===== config.mk =====
export PLATFORM = sky130hd
export DESIGN_NAME = ir_carrier_modulator
export DESIGN_NICKNAME = d
export VERILOG_FILES = /design/src/core/ir_mod_pkg.sv /design/src/core/ir_carrier_modulator.sv
export SDC_FILE = /design/constraint.sdc
export NUM_CORES = 1
export LEC_CHECK = 0
export BUFFER_PORTS_ARGS = -buffer_cell sky130_fd_sc_hd__buf_4
export CAP_MARGIN = 15
export CELL_PAD_IN_SITES_DETAIL_PLACEMENT = 1
export CELL_PAD_IN_SITES_GLOBAL_PLACEMENT = 2
export CORE_AREA = 2 2 175 177
export CTS_BUF_LIST = sky130_fd_sc_hd__clkbuf_16
export DETAILED_ROUTE_END_ITERATION = 7
export DIE_AREA = 0 0 177 179
export PLACE_DENSITY = 0.64
export SYNTH_ARGS = -nofsm -noshare
export SYNTH_HDL_FRONTEND = slang
export SYNTH_SLANG_ARGS = --single-unit

===== constraint.sdc =====
create_clock -name i_mclk -period 17.4 [get_ports i_mclk]
set_input_delay 3.48 -clock i_mclk [delete_from_list [all_inputs] [get_ports i_mclk]]
set_output_delay 3.48 -clock i_mclk [all_outputs]
set_load 0.02 [all_outputs]

===== src/core/ir_mod_pkg.sv =====
package ir_mod_pkg;

    // register byte offsets on the AXI4-Lite map
    localparam logic [7:0] OFF_OUT_CTRL   = 8'h00;
    localparam logic [7:0] OFF_MOD_STAT   = 8'h04;
    localparam logic [7:0] OFF_MARK_HIGH  = 8'h08;
    localparam logic [7:0] OFF_MARK_LOW   = 8'h0C;
    localparam logic [7:0] OFF_SPACE_HIGH = 8'h10;
    localparam logic [7:0] OFF_SPACE_LOW  = 8'h14;
    localparam logic [7:0] OFF_CARR_HI_P  = 8'h18;
    localparam logic [7:0] OFF_CARR_LO_P  = 8'h1C;
    localparam logic [7:0] OFF_CARR_HI_S  = 8'h20;
    localparam logic [7:0] OFF_CARR_LO_S  = 8'h24;

    localparam logic [1:0] RESP_OKAY   = 2'h0;
    localparam logic [1:0] RESP_DECERR = 2'h3;

    // ir_output_control: bit 7 latch, bit 6 polarity, bit 5 pin enable
    typedef struct packed {
        logic ir_latch_bit;
        logic output_polarity;
        logic ir_pin_enable;
    } out_ctrl_t;

    // modulator_status_control bits 6..0; bit 7 is the end-of-cycle flag
    typedef struct packed {
        logic [1:0] clock_prescaler_field;
        logic       extended_space_enable;
        logic       baseband_enable;
        logic       freq_shift_mode_select;
        logic       end_of_cycle_irq_enable;
        logic       modulator_enable;
    } mod_ctrl_t;

    localparam out_ctrl_t OUT_CTRL_RESET = 3'h0;
    localparam mod_ctrl_t MOD_CTRL_RESET = 7'h00;

    typedef enum logic [2:0] {
        ST_IDLE  = 3'b001,
        ST_MARK  = 3'b010,
        ST_SPACE = 3'b100
    } mod_state_t;

endpackage


===== src/core/ir_carrier_modulator.sv =====
`timescale 1ns/1ps

module ir_carrier_modulator (
    // clock and reset
    input  wire logic        i_mclk,
    input  wire logic        i_sys_rst,
    // axi4-lite write address
    input  wire logic [7:0]  i_s_axi_awaddr,
    input  wire logic        i_s_axi_awvalid,
    output logic             o_s_axi_awready,
    // axi4-lite write data
    input  wire logic [31:0] i_s_axi_wdata,
    input  wire logic [3:0]  i_s_axi_wstrb,
    input  wire logic        i_s_axi_wvalid,
    output logic             o_s_axi_wready,
    // axi4-lite write response
    output logic [1:0]       o_s_axi_bresp,
    output logic             o_s_axi_bvalid,
    input  wire logic        i_s_axi_bready,
    // axi4-lite read address
    input  wire logic [7:0]  i_s_axi_araddr,
    input  wire logic        i_s_axi_arvalid,
    output logic             o_s_axi_arready,
    // axi4-lite read data
    output logic [31:0]      o_s_axi_rdata,
    output logic [1:0]       o_s_axi_rresp,
    output logic             o_s_axi_rvalid,
    input  wire logic        i_s_axi_rready,
    // infrared pin and interrupt
    output logic             o_ir_out,
    output logic             o_ir_oe,
    output logic             o_irq
);

    function automatic logic addr_mapped(input logic [7:0] a);
        case (a)
            ir_mod_pkg::OFF_OUT_CTRL, ir_mod_pkg::OFF_MOD_STAT,
            ir_mod_pkg::OFF_MARK_HIGH, ir_mod_pkg::OFF_MARK_LOW,
            ir_mod_pkg::OFF_SPACE_HIGH, ir_mod_pkg::OFF_SPACE_LOW,
            ir_mod_pkg::OFF_CARR_HI_P, ir_mod_pkg::OFF_CARR_LO_P,
            ir_mod_pkg::OFF_CARR_HI_S, ir_mod_pkg::OFF_CARR_LO_S: addr_mapped = 1'b1;
            default: addr_mapped = 1'b0;
        endcase
    endfunction

    // one module tick every 1, 2, 4 or 8 bus clocks
    function automatic logic presc_tick(input logic [2:0] cnt, input logic [1:0] sel);
        case (sel)
            2'h0:    presc_tick = 1'b1;
            2'h1:    presc_tick = cnt[0];
            2'h2:    presc_tick = &cnt[1:0];
            default: presc_tick = &cnt;
        endcase
    endfunction

    // bus state
    logic [7:0]  aw_addr_reg,  aw_addr_next;
    logic        aw_full_reg,  aw_full_next;
    logic [7:0]  w_data_reg,   w_data_next;
    logic        w_lane_reg,   w_lane_next;
    logic        w_full_reg,   w_full_next;
    logic        bvalid_reg,   bvalid_next;
    logic [1:0]  bresp_reg,    bresp_next;
    logic        arready_reg,  arready_next;
    logic        rvalid_reg,   rvalid_next;
    logic [31:0] rdata_reg,    rdata_next;
    logic [1:0]  rresp_reg,    rresp_next;
    // ready copies of the full flags, held full in reset so nothing is taken before ready shows
    logic        aw_full_reg_q;
    logic        w_full_reg_q;

    // software registers
    ir_mod_pkg::out_ctrl_t out_ctrl_reg, out_ctrl_next;
    ir_mod_pkg::mod_ctrl_t mod_ctrl_reg, mod_ctrl_next;
    logic [15:0] mark_buf_reg,  mark_buf_next;
    logic [15:0] space_buf_reg, space_buf_next;
    logic [7:0]  carr_hi_p_reg, carr_hi_p_next;
    logic [7:0]  carr_lo_p_reg, carr_lo_p_next;
    logic [7:0]  carr_hi_s_reg, carr_hi_s_next;
    logic [7:0]  carr_lo_s_reg, carr_lo_s_next;
    logic        end_of_cycle_flag_reg,      end_of_cycle_flag_next;
    logic        end_of_cycle_flag_armed_reg, end_of_cycle_flag_armed_next;

    // modulator engine
    ir_mod_pkg::mod_state_t state_reg, state_next;
    logic [2:0]  div_cnt_reg,   div_cnt_next;
    logic [7:0]  carr_cnt_reg,  carr_cnt_next;
    logic        carr_lvl_reg,  carr_lvl_next;
    logic [15:0] mod_cnt_reg,   mod_cnt_next;
    logic [15:0] space_per_reg, space_per_next;
    logic        sec_sel_reg,   sec_sel_next;
    logic        exsp_reg,      exsp_next;
    logic        ir_out_reg,    ir_out_next;
    logic        ir_oe_reg,     ir_oe_next;
    logic        irq_reg,       irq_next;

    logic        wr_fire;
    logic        rd_fire;
    logic        start_evt;
    logic        cycle_end;

    assign wr_fire = aw_full_reg && w_full_reg && !bvalid_reg;
    assign rd_fire = i_s_axi_arvalid && arready_reg;

    // ---------------- bus slave ----------------
    always_comb begin
        aw_addr_next = aw_addr_reg;
        aw_full_next = aw_full_reg;
        w_data_next  = w_data_reg;
        w_lane_next  = w_lane_reg;
        w_full_next  = w_full_reg;
        bvalid_next  = bvalid_reg;
        bresp_next   = bresp_reg;
        arready_next = arready_reg;
        rvalid_next  = rvalid_reg;
        rdata_next   = rdata_reg;
        rresp_next   = rresp_reg;
        if (i_s_axi_awvalid && !aw_full_reg_q) begin
            aw_addr_next = i_s_axi_awaddr;
            aw_full_next = 1'b1;
        end
        if (i_s_axi_wvalid && !w_full_reg_q) begin
            w_data_next = i_s_axi_wdata[7:0];
            w_lane_next = i_s_axi_wstrb[0];
            w_full_next = 1'b1;
        end
        if (wr_fire) begin
            aw_full_next = 1'b0;
            w_full_next  = 1'b0;
            bvalid_next  = 1'b1;
            bresp_next   = addr_mapped(aw_addr_reg) ? ir_mod_pkg::RESP_OKAY
                                                    : ir_mod_pkg::RESP_DECERR;
        end
        if (bvalid_reg && i_s_axi_bready) begin
            bvalid_next = 1'b0;
        end
        if (rd_fire) begin
            arready_next = 1'b0;
            rvalid_next  = 1'b1;
            rresp_next   = addr_mapped(i_s_axi_araddr) ? ir_mod_pkg::RESP_OKAY
                                                       : ir_mod_pkg::RESP_DECERR;
            case (i_s_axi_araddr)
                ir_mod_pkg::OFF_OUT_CTRL:   rdata_next = {24'h000000, out_ctrl_reg, 5'h00};
                ir_mod_pkg::OFF_MOD_STAT:   rdata_next = {24'h000000, end_of_cycle_flag_reg, mod_ctrl_reg};
                ir_mod_pkg::OFF_MARK_HIGH:  rdata_next = {24'h000000, mark_buf_reg[15:8]};
                ir_mod_pkg::OFF_MARK_LOW:   rdata_next = {24'h000000, mark_buf_reg[7:0]};
                ir_mod_pkg::OFF_SPACE_HIGH: rdata_next = {24'h000000, space_buf_reg[15:8]};
                ir_mod_pkg::OFF_SPACE_LOW:  rdata_next = {24'h000000, space_buf_reg[7:0]};
                ir_mod_pkg::OFF_CARR_HI_P:  rdata_next = {24'h000000, carr_hi_p_reg};
                ir_mod_pkg::OFF_CARR_LO_P:  rdata_next = {24'h000000, carr_lo_p_reg};
                ir_mod_pkg::OFF_CARR_HI_S:  rdata_next = {24'h000000, carr_hi_s_reg};
                ir_mod_pkg::OFF_CARR_LO_S:  rdata_next = {24'h000000, carr_lo_s_reg};
                default:                    rdata_next = 32'h00000000;
            endcase
        end
        if (rvalid_reg && i_s_axi_rready) begin
            rvalid_next  = 1'b0;
            arready_next = 1'b1;
        end
    end

    always_ff @(posedge i_mclk or posedge i_sys_rst) begin
        if (i_sys_rst) begin
            aw_addr_reg <= 8'h00;
            aw_full_reg <= 1'b0;
            w_data_reg  <= 8'h00;
            w_lane_reg  <= 1'b0;
            w_full_reg  <= 1'b0;
            bvalid_reg  <= 1'b0;
            bresp_reg   <= 2'h0;
            arready_reg <= 1'b0;
            rvalid_reg  <= 1'b0;
            rdata_reg   <= 32'h00000000;
            rresp_reg   <= 2'h0;
            aw_full_reg_q <= 1'b1;
            w_full_reg_q  <= 1'b1;
        end else begin
            aw_addr_reg <= aw_addr_next;
            aw_full_reg <= aw_full_next;
            w_data_reg  <= w_data_next;
            w_lane_reg  <= w_lane_next;
            w_full_reg  <= w_full_next;
            bvalid_reg  <= bvalid_next;
            bresp_reg   <= bresp_next;
            arready_reg <= arready_next || (!arready_reg && !rvalid_reg);
            rvalid_reg  <= rvalid_next;
            rdata_reg   <= rdata_next;
            rresp_reg   <= rresp_next;
            aw_full_reg_q <= aw_full_next;
            w_full_reg_q  <= w_full_next;
        end
    end

    // ---------------- register file and flag ----------------
    always_comb begin
        logic wr_en;
        logic low_access;
        wr_en = wr_fire && w_lane_reg;
        low_access = 1'b0;
        out_ctrl_next   = out_ctrl_reg;
        mod_ctrl_next   = mod_ctrl_reg;
        mark_buf_next   = mark_buf_reg;
        space_buf_next  = space_buf_reg;
        carr_hi_p_next  = carr_hi_p_reg;
        carr_lo_p_next  = carr_lo_p_reg;
        carr_hi_s_next  = carr_hi_s_reg;
        carr_lo_s_next  = carr_lo_s_reg;
        end_of_cycle_flag_next       = end_of_cycle_flag_reg;
        end_of_cycle_flag_armed_next = end_of_cycle_flag_armed_reg;
        if (wr_en) begin
            case (aw_addr_reg)
                ir_mod_pkg::OFF_OUT_CTRL:   out_ctrl_next        = w_data_next_field(w_data_reg);
                ir_mod_pkg::OFF_MOD_STAT:   mod_ctrl_next        = w_data_reg[6:0];
                ir_mod_pkg::OFF_MARK_HIGH:  mark_buf_next[15:8]  = w_data_reg;
                ir_mod_pkg::OFF_MARK_LOW:   mark_buf_next[7:0]   = w_data_reg;
                ir_mod_pkg::OFF_SPACE_HIGH: space_buf_next[15:8] = w_data_reg;
                ir_mod_pkg::OFF_SPACE_LOW:  space_buf_next[7:0]  = w_data_reg;
                ir_mod_pkg::OFF_CARR_HI_P:  carr_hi_p_next       = w_data_reg;
                ir_mod_pkg::OFF_CARR_LO_P:  carr_lo_p_next       = w_data_reg;
                ir_mod_pkg::OFF_CARR_HI_S:  carr_hi_s_next       = w_data_reg;
                ir_mod_pkg::OFF_CARR_LO_S:  carr_lo_s_next       = w_data_reg;
                default: ;
            endcase
        end
        // clearing takes a status read first, then any access to a low period byte
        low_access = (wr_fire && (aw_addr_reg == ir_mod_pkg::OFF_MARK_LOW ||
                                  aw_addr_reg == ir_mod_pkg::OFF_SPACE_LOW)) ||
                     (rd_fire && (i_s_axi_araddr == ir_mod_pkg::OFF_MARK_LOW ||
                                  i_s_axi_araddr == ir_mod_pkg::OFF_SPACE_LOW));
        if (rd_fire && i_s_axi_araddr == ir_mod_pkg::OFF_MOD_STAT && end_of_cycle_flag_reg) begin
            end_of_cycle_flag_armed_next = 1'b1;
        end
        if (low_access && end_of_cycle_flag_armed_reg) begin
            end_of_cycle_flag_next       = 1'b0;
            end_of_cycle_flag_armed_next = 1'b0;
        end
        // a new event wins over a clear in the same cycle and must be read again
        if (start_evt || (cycle_end && mod_ctrl_reg.modulator_enable)) begin
            end_of_cycle_flag_next       = 1'b1;
            end_of_cycle_flag_armed_next = 1'b0;
        end
    end

    function automatic ir_mod_pkg::out_ctrl_t w_data_next_field(input logic [7:0] d);
        w_data_next_field = d[7:5];
    endfunction

    always_ff @(posedge i_mclk or posedge i_sys_rst) begin
        if (i_sys_rst) begin
            out_ctrl_reg   <= ir_mod_pkg::OUT_CTRL_RESET;
            mod_ctrl_reg   <= ir_mod_pkg::MOD_CTRL_RESET;
            mark_buf_reg   <= 16'h0000;
            space_buf_reg  <= 16'h0000;
            carr_hi_p_reg  <= 8'h00;
            carr_lo_p_reg  <= 8'h00;
            carr_hi_s_reg  <= 8'h00;
            carr_lo_s_reg  <= 8'h00;
            end_of_cycle_flag_reg       <= 1'b0;
            end_of_cycle_flag_armed_reg <= 1'b0;
        end else begin
            out_ctrl_reg   <= out_ctrl_next;
            mod_ctrl_reg   <= mod_ctrl_next;
            mark_buf_reg   <= mark_buf_next;
            space_buf_reg  <= space_buf_next;
            carr_hi_p_reg  <= carr_hi_p_next;
            carr_lo_p_reg  <= carr_lo_p_next;
            carr_hi_s_reg  <= carr_hi_s_next;
            carr_lo_s_reg  <= carr_lo_s_next;
            end_of_cycle_flag_reg       <= end_of_cycle_flag_next;
            end_of_cycle_flag_armed_reg <= end_of_cycle_flag_armed_next;
        end
    end

    // ---------------- carrier generator and modulator ----------------
    // prescaler is live: changing it mid-transmission shortens or stretches one tick
    assign start_evt = (state_reg == ir_mod_pkg::ST_IDLE) && mod_ctrl_reg.modulator_enable;
    assign cycle_end = (state_reg == ir_mod_pkg::ST_SPACE) &&
                       presc_tick(div_cnt_reg, mod_ctrl_reg.clock_prescaler_field) &&
                       (mod_cnt_reg == space_per_reg);

    always_comb begin
        logic       tick;
        logic [7:0] carr_lim;
        logic       mod_out;
        logic       lvl;
        carr_lim      = 8'h00;
        mod_out       = 1'b0;
        lvl           = 1'b0;
        tick          = presc_tick(div_cnt_reg, mod_ctrl_reg.clock_prescaler_field);
        state_next    = state_reg;
        div_cnt_next  = div_cnt_reg + 3'h1;
        carr_cnt_next = carr_cnt_reg;
        carr_lvl_next = carr_lvl_reg;
        mod_cnt_next  = mod_cnt_reg;
        space_per_next = space_per_reg;
        sec_sel_next  = sec_sel_reg;
        exsp_next     = exsp_reg || mod_ctrl_reg.extended_space_enable;
        if (sec_sel_reg && mod_ctrl_reg.freq_shift_mode_select) begin
            carr_lim = carr_lvl_reg ? carr_hi_s_reg : carr_lo_s_reg;
        end else begin
            carr_lim = carr_lvl_reg ? carr_hi_p_reg : carr_lo_p_reg;
        end
        if (state_reg != ir_mod_pkg::ST_IDLE && tick) begin
            if (mod_ctrl_reg.baseband_enable) begin
                carr_lvl_next = 1'b1;
                carr_cnt_next = 8'h00;
            end else if (carr_cnt_reg + 8'h01 >= carr_lim) begin
                carr_lvl_next = !carr_lvl_reg;
                carr_cnt_next = 8'h00;
            end else begin
                carr_cnt_next = carr_cnt_reg + 8'h01;
            end
        end
        case (state_reg)
            ir_mod_pkg::ST_IDLE: begin
                exsp_next    = mod_ctrl_reg.extended_space_enable;
                div_cnt_next = 3'h0;
                if (start_evt) begin
                    state_next     = ir_mod_pkg::ST_MARK;
                    mod_cnt_next   = mark_buf_reg;
                    space_per_next = space_buf_reg;
                    carr_cnt_next  = 8'h00;
                    carr_lvl_next  = 1'b1;
                    sec_sel_next   = 1'b0;
                end
            end
            ir_mod_pkg::ST_MARK: begin
                if (tick) begin
                    if (mod_cnt_reg <= 16'h0001) begin
                        state_next   = ir_mod_pkg::ST_SPACE;
                        mod_cnt_next = 16'h0000;
                    end else begin
                        mod_cnt_next = mod_cnt_reg - 16'h0001;
                    end
                end
            end
            ir_mod_pkg::ST_SPACE: begin
                if (cycle_end) begin
                    exsp_next = mod_ctrl_reg.extended_space_enable;
                    if (mod_ctrl_reg.modulator_enable) begin
                        state_next     = ir_mod_pkg::ST_MARK;
                        mod_cnt_next   = mark_buf_reg;
                        space_per_next = space_buf_reg;
                        if (mod_ctrl_reg.freq_shift_mode_select) begin
                            sec_sel_next = !sec_sel_reg;
                        end
                    end else begin
                        state_next = ir_mod_pkg::ST_IDLE;
                    end
                end else if (tick) begin
                    mod_cnt_next = mod_cnt_reg + 16'h0001;
                end
            end
            default: state_next = ir_mod_pkg::ST_IDLE;
        endcase
        // output is carrier during an unsuppressed mark, low in space, and the latch bit when modulator_enable is off
        mod_out = (state_reg == ir_mod_pkg::ST_MARK) && !exsp_reg &&
                  !mod_ctrl_reg.extended_space_enable && carr_lvl_reg;
        lvl = mod_ctrl_reg.modulator_enable ? mod_out : out_ctrl_reg.ir_latch_bit;
        ir_out_next = out_ctrl_reg.output_polarity ? lvl : !lvl;
        ir_oe_next  = out_ctrl_reg.ir_pin_enable;
        irq_next    = end_of_cycle_flag_next && mod_ctrl_next.end_of_cycle_irq_enable;
    end

    always_ff @(posedge i_mclk or posedge i_sys_rst) begin
        if (i_sys_rst) begin
            state_reg     <= ir_mod_pkg::ST_IDLE;
            div_cnt_reg   <= 3'h0;
            carr_cnt_reg  <= 8'h00;
            carr_lvl_reg  <= 1'b0;
            mod_cnt_reg   <= 16'h0000;
            space_per_reg <= 16'h0000;
            sec_sel_reg   <= 1'b0;
            exsp_reg      <= 1'b0;
            ir_out_reg    <= 1'b0;
            ir_oe_reg     <= 1'b0;
            irq_reg       <= 1'b0;
        end else begin
            state_reg     <= state_next;
            div_cnt_reg   <= div_cnt_next;
            carr_cnt_reg  <= carr_cnt_next;
            carr_lvl_reg  <= carr_lvl_next;
            mod_cnt_reg   <= mod_cnt_next;
            space_per_reg <= space_per_next;
            sec_sel_reg   <= sec_sel_next;
            exsp_reg      <= exsp_next;
            ir_out_reg    <= ir_out_next;
            ir_oe_reg     <= ir_oe_next;
            irq_reg       <= irq_next;
        end
    end

    assign o_s_axi_awready = !aw_full_reg_q;
    assign o_s_axi_wready  = !w_full_reg_q;
    assign o_s_axi_bresp   = bresp_reg;
    assign o_s_axi_bvalid  = bvalid_reg;
    assign o_s_axi_arready = arready_reg;
    assign o_s_axi_rdata   = rdata_reg;
    assign o_s_axi_rresp   = rresp_reg;
    assign o_s_axi_rvalid  = rvalid_reg;
    assign o_ir_out        = ir_out_reg;
    assign o_ir_oe         = ir_oe_reg;
    assign o_irq           = irq_reg;

endmodule // ir_carrier_modulator


==> flow_metrics.env, run 1 <==
export IMPL_status="complete, no violations"
export IMPL_clk_latency_ns=0.44
export IMPL_comb_power_share_pct=20.3
export IMPL_grt_usage_pct=17.2
export IMPL_reg2reg_slack_ns=13.87
export IMPL_gp_congestion=0.834
export IMPL_drc=0
export IMPL_period_share_pct=29.0
export IMPL_setup_viol=0
export IMPL_fin_tns_setup_ns=0
export IMPL_worstPathRequired_ns=17.67
export IMPL_finalHoldViolCount=0
export IMPL_die_width_um=177
export IMPL_holdWs_ns=0.429
export IMPL_endpoint_kind="flip-flop"
export IMPL_core_area_um2=30000
export IMPL_cts_root_buf="clkbuf_16"
export IMPL_skew_ns=0.0192
export IMPL_ir_drop_v=0.0000771
export IMPL_viasPerCell=5.08
export IMPL_yosysWarnings=0
export IMPL_synth_seq_area_share_pct=45.8
export IMPL_via_count=6299
export IMPL_synthCells=811
export IMPL_seq_power_share_pct=44.7
export IMPL_design_area_um2=10000
export IMPL_worst_slew_pin_slew_ns=1.13
export IMPL_cp_data_arrival_time_ns=5.32
export IMPL_grt_pass1_wl_um=40600
export IMPL_synth_edf_count=0
export IMPL_critPathSlowestCell="or2_2"
export IMPL_avgSynthCellArea_um2=10.9
export IMPL_wl_per_cell_um=21.0
export IMPL_synth_cell_type_count=70
export IMPL_ant_nets=0
export IMPL_gr_total_overflow=0
export IMPL_clock_sinks=162
export IMPL_firstDrtPassIters=4
export IMPL_synth_area_um2=8860
export IMPL_dpl_cell_area_um2=9390
export IMPL_crit_fanout=7
export IMPL_grt_max_degree=104
export IMPL_die_h_um=179
export IMPL_worstSetupPathType="in2reg"
export IMPL_cts_setup_buffers=0
export IMPL_antenna_found_initial=0
export IMPL_dp_hpwl_um=18800
export IMPL_rsz0062_at_grt="no"
export IMPL_synthArstFlopShare_pct=100
export IMPL_crit_chain="buf_4 -> or2_2 -> nor2_1 -> nand2_1 -> o22ai_1 -> a32oi_1 -> o21ai_0 -> a21boi_0"
export IMPL_relSlewSlack_pct=23.9
export IMPL_layout_drive_gt1_share_pct=27.8
export IMPL_cap_violations=0
export IMPL_cts_max_level=4
export IMPL_pin_count=103
export IMPL_grt_pass1_vias=6486
export IMPL_clockBufferDepth=2
export IMPL_report_final_slew_viol_count=0
export IMPL_hp_class="reg2reg"
export IMPL_ys_seq_elements=162
export IMPL_clk_pin_slew_ns=0.07
export IMPL_postCtsHoldBufs=0
export IMPL_cts_resized=0
export IMPL_routed_wirelength_um=26000
export IMPL_power_density_nw_per_um2=116
export IMPL_max_stage_delay_ns=0.38
export IMPL_yosys_most_used_dff="dfrtp_1"
export IMPL_p_leak_nw=4.59
export IMPL_pwr_share_clk_pct=35.0
export IMPL_drtIter0Drc=346
export IMPL_crit_path_start_kind="primary input"
export IMPL_cts_buffers=17
export IMPL_cts_tree="done"
export IMPL_rows=64
export IMPL_start_util_pct=29.5
export IMPL_swShare_pct=33.7
export IMPL_nets=903
export IMPL_timing_fmax_ghz=0.198
export IMPL_syn_to_final_growth_pct=12.9
export IMPL_p_int_mw=0.769
export IMPL_diodes=0
export IMPL_p_sw_mw=0.392
export IMPL_dieArea_um2=31700
export IMPL_period_needed_ns=5.05
export IMPL_portBuffers=51
## worst max-delay path: cells and delay by family
family                 cells  cell delay (ns)
buffers and inverters      1             0.11
AO/OA/AOI/OAI              4             0.85
AND/OR/NAND/NOR            3             0.87
## final cells by class
class	instances	area, µm²
clock buffer	17	425
fill	3335	20000
tap	396	495
multi-input combinational	564	4300
sequential	162	4060
timing repair buffer	57	428
clock inverter	15	196
inverter	28	110
## cell families (layout without fill, tap and decap cells)
| kind of cell | after synthesis | after routing | synth area share [%] |
|---|---|---|---|
| simple gates | 209 | 209 | 12.6 |
| buf+inv | 108 | 117 | 6.76 |
| xor+xnor | 38 | 38 | 3.84 |
| flops | 162 | 162 | 45.8 |
| mux | 137 | 137 | 18.7 |
| other cells | 1 | 24 | 0.0423 |
| compound gates | 142 | 142 | 10.3 |
| fa+ha+maj | 14 | 14 | 1.98 |
## layout by cell type, fill, tap and decap left out, drive strengths merged, types with 7 or more instances in the layout
cell type,count
nand2,55
nand3,21
xnor2,12
nor4,11
nand4,8
nor2,44
ha,14
o22ai,9
mux4,12
and3,7
a21oi,25
o21ai,51
mux2,110
conb,24
inv,34
clkbuf,17
mux2i,15
a221oi,8
a211oi,7
dfrtp,159
nor2b,8
buf,57
xor2,26
nor3,19
a22oi,8
## synth_stat cells (all sizes together) (19+ instances only)
library cell / instances / area [µm²]
nor2: 44 / 165
clkbuf: 27 / 133
dfrtp: 159 / 3980
o21ai: 51 / 263
inv: 28 / 105
nand3: 21 / 105
mux2: 110 / 1240
a21oi: 25 / 125
buf: 53 / 362
xor2: 26 / 235
nand2: 55 / 206
nor3: 19 / 100
## metrics by stage
| stage | total power, mW | worst slack (ns) | std cells | util [%] |
|---|---|---|---|---|
| after detailed placement | 0.766 | 11.90 | 1207 | 31.3 |
| after global placement | 0.762 | 11.88 | 1207 | 31.3 |
| after floorplan | 0.680 | 9.55 | 834 | - |
| final | 1.16 | 12.35 | 1239 | 33.3 |
| after CTS | 1.18 | 12.33 | 1239 | 33.3 |
| after global routing | 1.23 | 12.21 | 1239 | 33.3 |
## final timing paths
check / startpoint / endpoint / cells past startpoint
hold / removal: ir_oe_next$_DFFE_PP0P_ / o_ir_oe$_DFF_PP0_ / 0
max in group asynchronous: i_sys_rst / mod_cnt_reg[12]$_DFFE_PP0P_ / 3
hold reg to reg: ir_oe_next$_DFFE_PP0P_ / o_ir_oe$_DFF_PP0_ / 0
min in group asynchronous: i_sys_rst / carr_hi_s_reg[6]$_DFFE_PP0P_ / 2
setup reg to reg: carr_lvl_reg$_DFF_PP0_ / carr_cnt_reg[1]$_DFF_PP0_ / 9
setup / recovery: i_s_axi_araddr[1] / o_irq$_DFF_PP0_ / 8
## power groups by stage
stage | Sequential [mW] | Clock, mW | Combinational, mW
2_1_floorplan | 0.467 | 0 | 0.212
3_3_place_gp | 0.525 | 0 | 0.237
3_5_place_dp | 0.526 | 0 | 0.240
4_1_cts | 0.520 | 0.416 | 0.241
5_1_grt | 0.532 | 0.431 | 0.264
6_report | 0.519 | 0.407 | 0.236
## layer usage
layer | vias to the layer above | global-route usage (%) | wire (µm) | share of wire (%)
met5 | - | 0 | 0 | 0
met3 | 15 | 2.67 | 707 | 2.7
met2 | 88 | 28.7 | 12800 | 49
met4 | 0 | 3.06 | 182 | 0.70
met1 | 3278 | 23.8 | 12300 | 47
li1 | 2918 | - | - | -
No activity file was read; power rests on OpenSTA's default activity.
==> inputs of run 2 (changes only) <==
--- a/config.mk
+++ b/config.mk
@@ -13,7 +13,7 @@
 export CTS_BUF_LIST = sky130_fd_sc_hd__clkbuf_16
 export DETAILED_ROUTE_END_ITERATION = 7
 export DIE_AREA = 0 0 177 179
-export PLACE_DENSITY = 0.64
+export PLACE_DENSITY = 0.67
 export SYNTH_ARGS = -nofsm -noshare
 export SYNTH_HDL_FRONTEND = slang
 export SYNTH_SLANG_ARGS = --single-unit
==> constraint.sdc (replaced) <==
create_clock -name i_mclk -period 4.05 [get_ports i_mclk]
set_input_delay 0.81 -clock i_mclk [delete_from_list [all_inputs] [get_ports i_mclk]]
set_output_delay 0.81 -clock i_mclk [all_outputs]
set_load 0.02 [all_outputs]
==> run 2 against run 1 <==
Net effect:
- sequential power rose to 4.3 times the previous value
- clock power rose to 4.0 times the previous value
- hold slack improved by 0.031 ns
- critical endpoint is now carr_cnt_reg[7]$_DFF_PP0_
- cell area is essentially flat
- first-iteration DRC count decreased by 14%
- critical path type is now reg2reg
- sequential share of layout area barely moved
- largest cell class unchanged
- register-to-register slack got worse by 13 ns
==> flow_metrics.env, run 2 (synthesis gave the netlist of run 1 again) <==
export IMPL_ir_drop_v=0.000267
export IMPL_routed_wirelength_um=25700
export IMPL_n_fill_cell=3340
export IMPL_core_area_um2=30000
export IMPL_grt_pass1_wl_um=40100
export IMPL_grt_max_degree=163
export IMPL_clk_pin_slew_ns=0.07
export IMPL_grt_pass1_vias=6396
export IMPL_fin_tns_setup_ns=0
export IMPL_die_h_um=179
export IMPL_start_util_pct=29.5
export IMPL_regArea_um2=4060
export IMPL_setup_viol=0
export IMPL_postCtsHoldBufs=0
export IMPL_cts_buffers=17
export IMPL_layout_drive_gt1_share_pct=27.9
export IMPL_cts_resized=0
export IMPL_cts_root_buf="clkbuf_16"
export IMPL_crit_chain="nand2_1 -> mux4_2 -> ha_1 -> nand2b_1 -> a21o_1 -> a21o_1 -> a21oi_1 -> o211ai_1 -> or4_1 -> o21ai_0"
export IMPL_pin_count=103
export IMPL_cp_data_arrival_time_ns=3.56
export IMPL_worstPathRequired_ns=4.39
export IMPL_layout_cells_non_filler=1242
export IMPL_crit_fanout=8
export IMPL_holdWs_ns=0.460
export IMPL_skew_ns=0.0202
export IMPL_power_density_nw_per_um2=488
export IMPL_drc=0
export IMPL_rsz0062_at_grt="no"
export IMPL_worst_slew_pin_slew_ns=0.961
export IMPL_cts_setup_buffers=0
export IMPL_p_total_mw=4.89
export IMPL_status="complete, no violations"
export IMPL_viasPerCell=5.06
export IMPL_reg2regPathDepth=10
export IMPL_diodes=0
export IMPL_period_needed_ns=3.22
export IMPL_hold_depth=1
export IMPL_gr_total_overflow=0
export IMPL_firstDrtPassIters=4
export IMPL_die_width_um=177
export IMPL_cap_violations=0
export IMPL_multi_input_area_um2=4300
export IMPL_final_cell_mix="dfrtp_1, mux2_2, buf_4, nand2_1, o21ai_0"
export IMPL_layout_commonest_cell="dfrtp_1"
export IMPL_endpoint_kind="flip-flop"
export IMPL_cts_tree="done"
export IMPL_clock_sinks=162
export IMPL_critPathSlowestCell="or4_1"
export IMPL_via_count=6290
export IMPL_nets=906
export IMPL_grt_usage_pct=16.9
export IMPL_relSlewSlack_pct=35.9
export IMPL_min_from="div_cnt_reg[0]$_DFF_PP0_"
export IMPL_report_final_slew_viol_count=0
export IMPL_dpl_cell_count=1210
export IMPL_gp_congestion=0.837
export IMPL_portBuffers=51
export IMPL_rows=64
export IMPL_wl_per_cell_um=20.7
export IMPL_worstSetupPathType="reg2reg"
export IMPL_timing_fmax_ghz=0.311
export IMPL_max_stage_delay_ns=0.58
export IMPL_clk_latency_ns=0.44
export IMPL_crit_path_start_kind="flip-flop"
export IMPL_drtIter0Drc=298
export IMPL_dieArea_um2=31700
export IMPL_finalHoldViolCount=0
export IMPL_clockBufferDepth=2
export IMPL_reg2reg_from="mod_ctrl_reg[2]$_DFFE_PP0P_"
export IMPL_dp_hpwl_um=18700
export IMPL_cp_common_cell="a21o_1"
export IMPL_hp_class="reg2reg"
export IMPL_period_share_pct=79.4
export IMPL_ant_nets=0
export IMPL_syn_to_final_growth_pct=12.9
export IMPL_p_leak_nw=4.59
export IMPL_cts_max_level=4
export IMPL_antenna_found_initial=0
export IMPL_startpoint="mod_ctrl_reg[2]$_DFFE_PP0P_"
[run 2: changes by cell type in the layout (fill, tap and decap cells not counted), sizes merged]
cell      delta
inv          +2
bufinv       -3
clkinvlp     +1
buf          +3
[run 2: final cells by class]
type                    instances  area share [%]
flip-flops and latches        162            40.6
repair buffers                 60            4.63
multi-input cells             564            42.9
clock inverters                15            1.60
inverters                      28            1.09
clock buffers                  17            4.25
well taps                     396            4.95
[run 2: layer usage]
layer	global-route usage, %	up-vias	wire length (µm)
li1	-	2922	-
met5	0	-	0
met2	27.2	87	12200
met4	5.30	0	568
met1	23.3	3251	12300
met3	2.84	30	616
[run 2: power breakdown]
part	total [mW]	internal [mW]	switching, mW
Combinational	1.04	0.487	0.556
Sequential	2.21	1.84	0.377
Clock	1.63	0.828	0.801
[run 2: per-stage QoR]
step	utilization, %	instance area [µm²]	worst slack, ns
floorplan	-	8950	0.977
global placement	31.4	9420	0.892
detailed placement	31.4	9420	0.846
CTS	33.3	10000	0.810
global route	33.3	10000	0.661
finish	33.3	10000	0.833
[run 2: critical path: cells and delay by family (launching register included)]
kind / cells / cell delay, ns
adder cells (fa/ha/maj): 1 / 0.28
AO/OA/AOI/OAI: 5 / 0.91
AND/OR/NAND/NOR: 3 / 1.12
multiplexers: 1 / 0.38
flip-flops: 1 / 0.42
[run 2: worst paths after layout]
kind	endpoint	slack, ns
worst min register to register	div_cnt_reg[0]$_DFF_PP0_	0.46
max in group asynchronous	carr_cnt_reg[7]$_DFF_PP0_	2.69
min in group asynchronous	w_data_reg[0]$_DFFE_PP0P_	0.61
worst min-delay path	div_cnt_reg[0]$_DFF_PP0_	0.46
worst max register to register	carr_cnt_reg[7]$_DFF_PP0_	0.83
worst max-delay path	carr_cnt_reg[7]$_DFF_PP0_	0.83
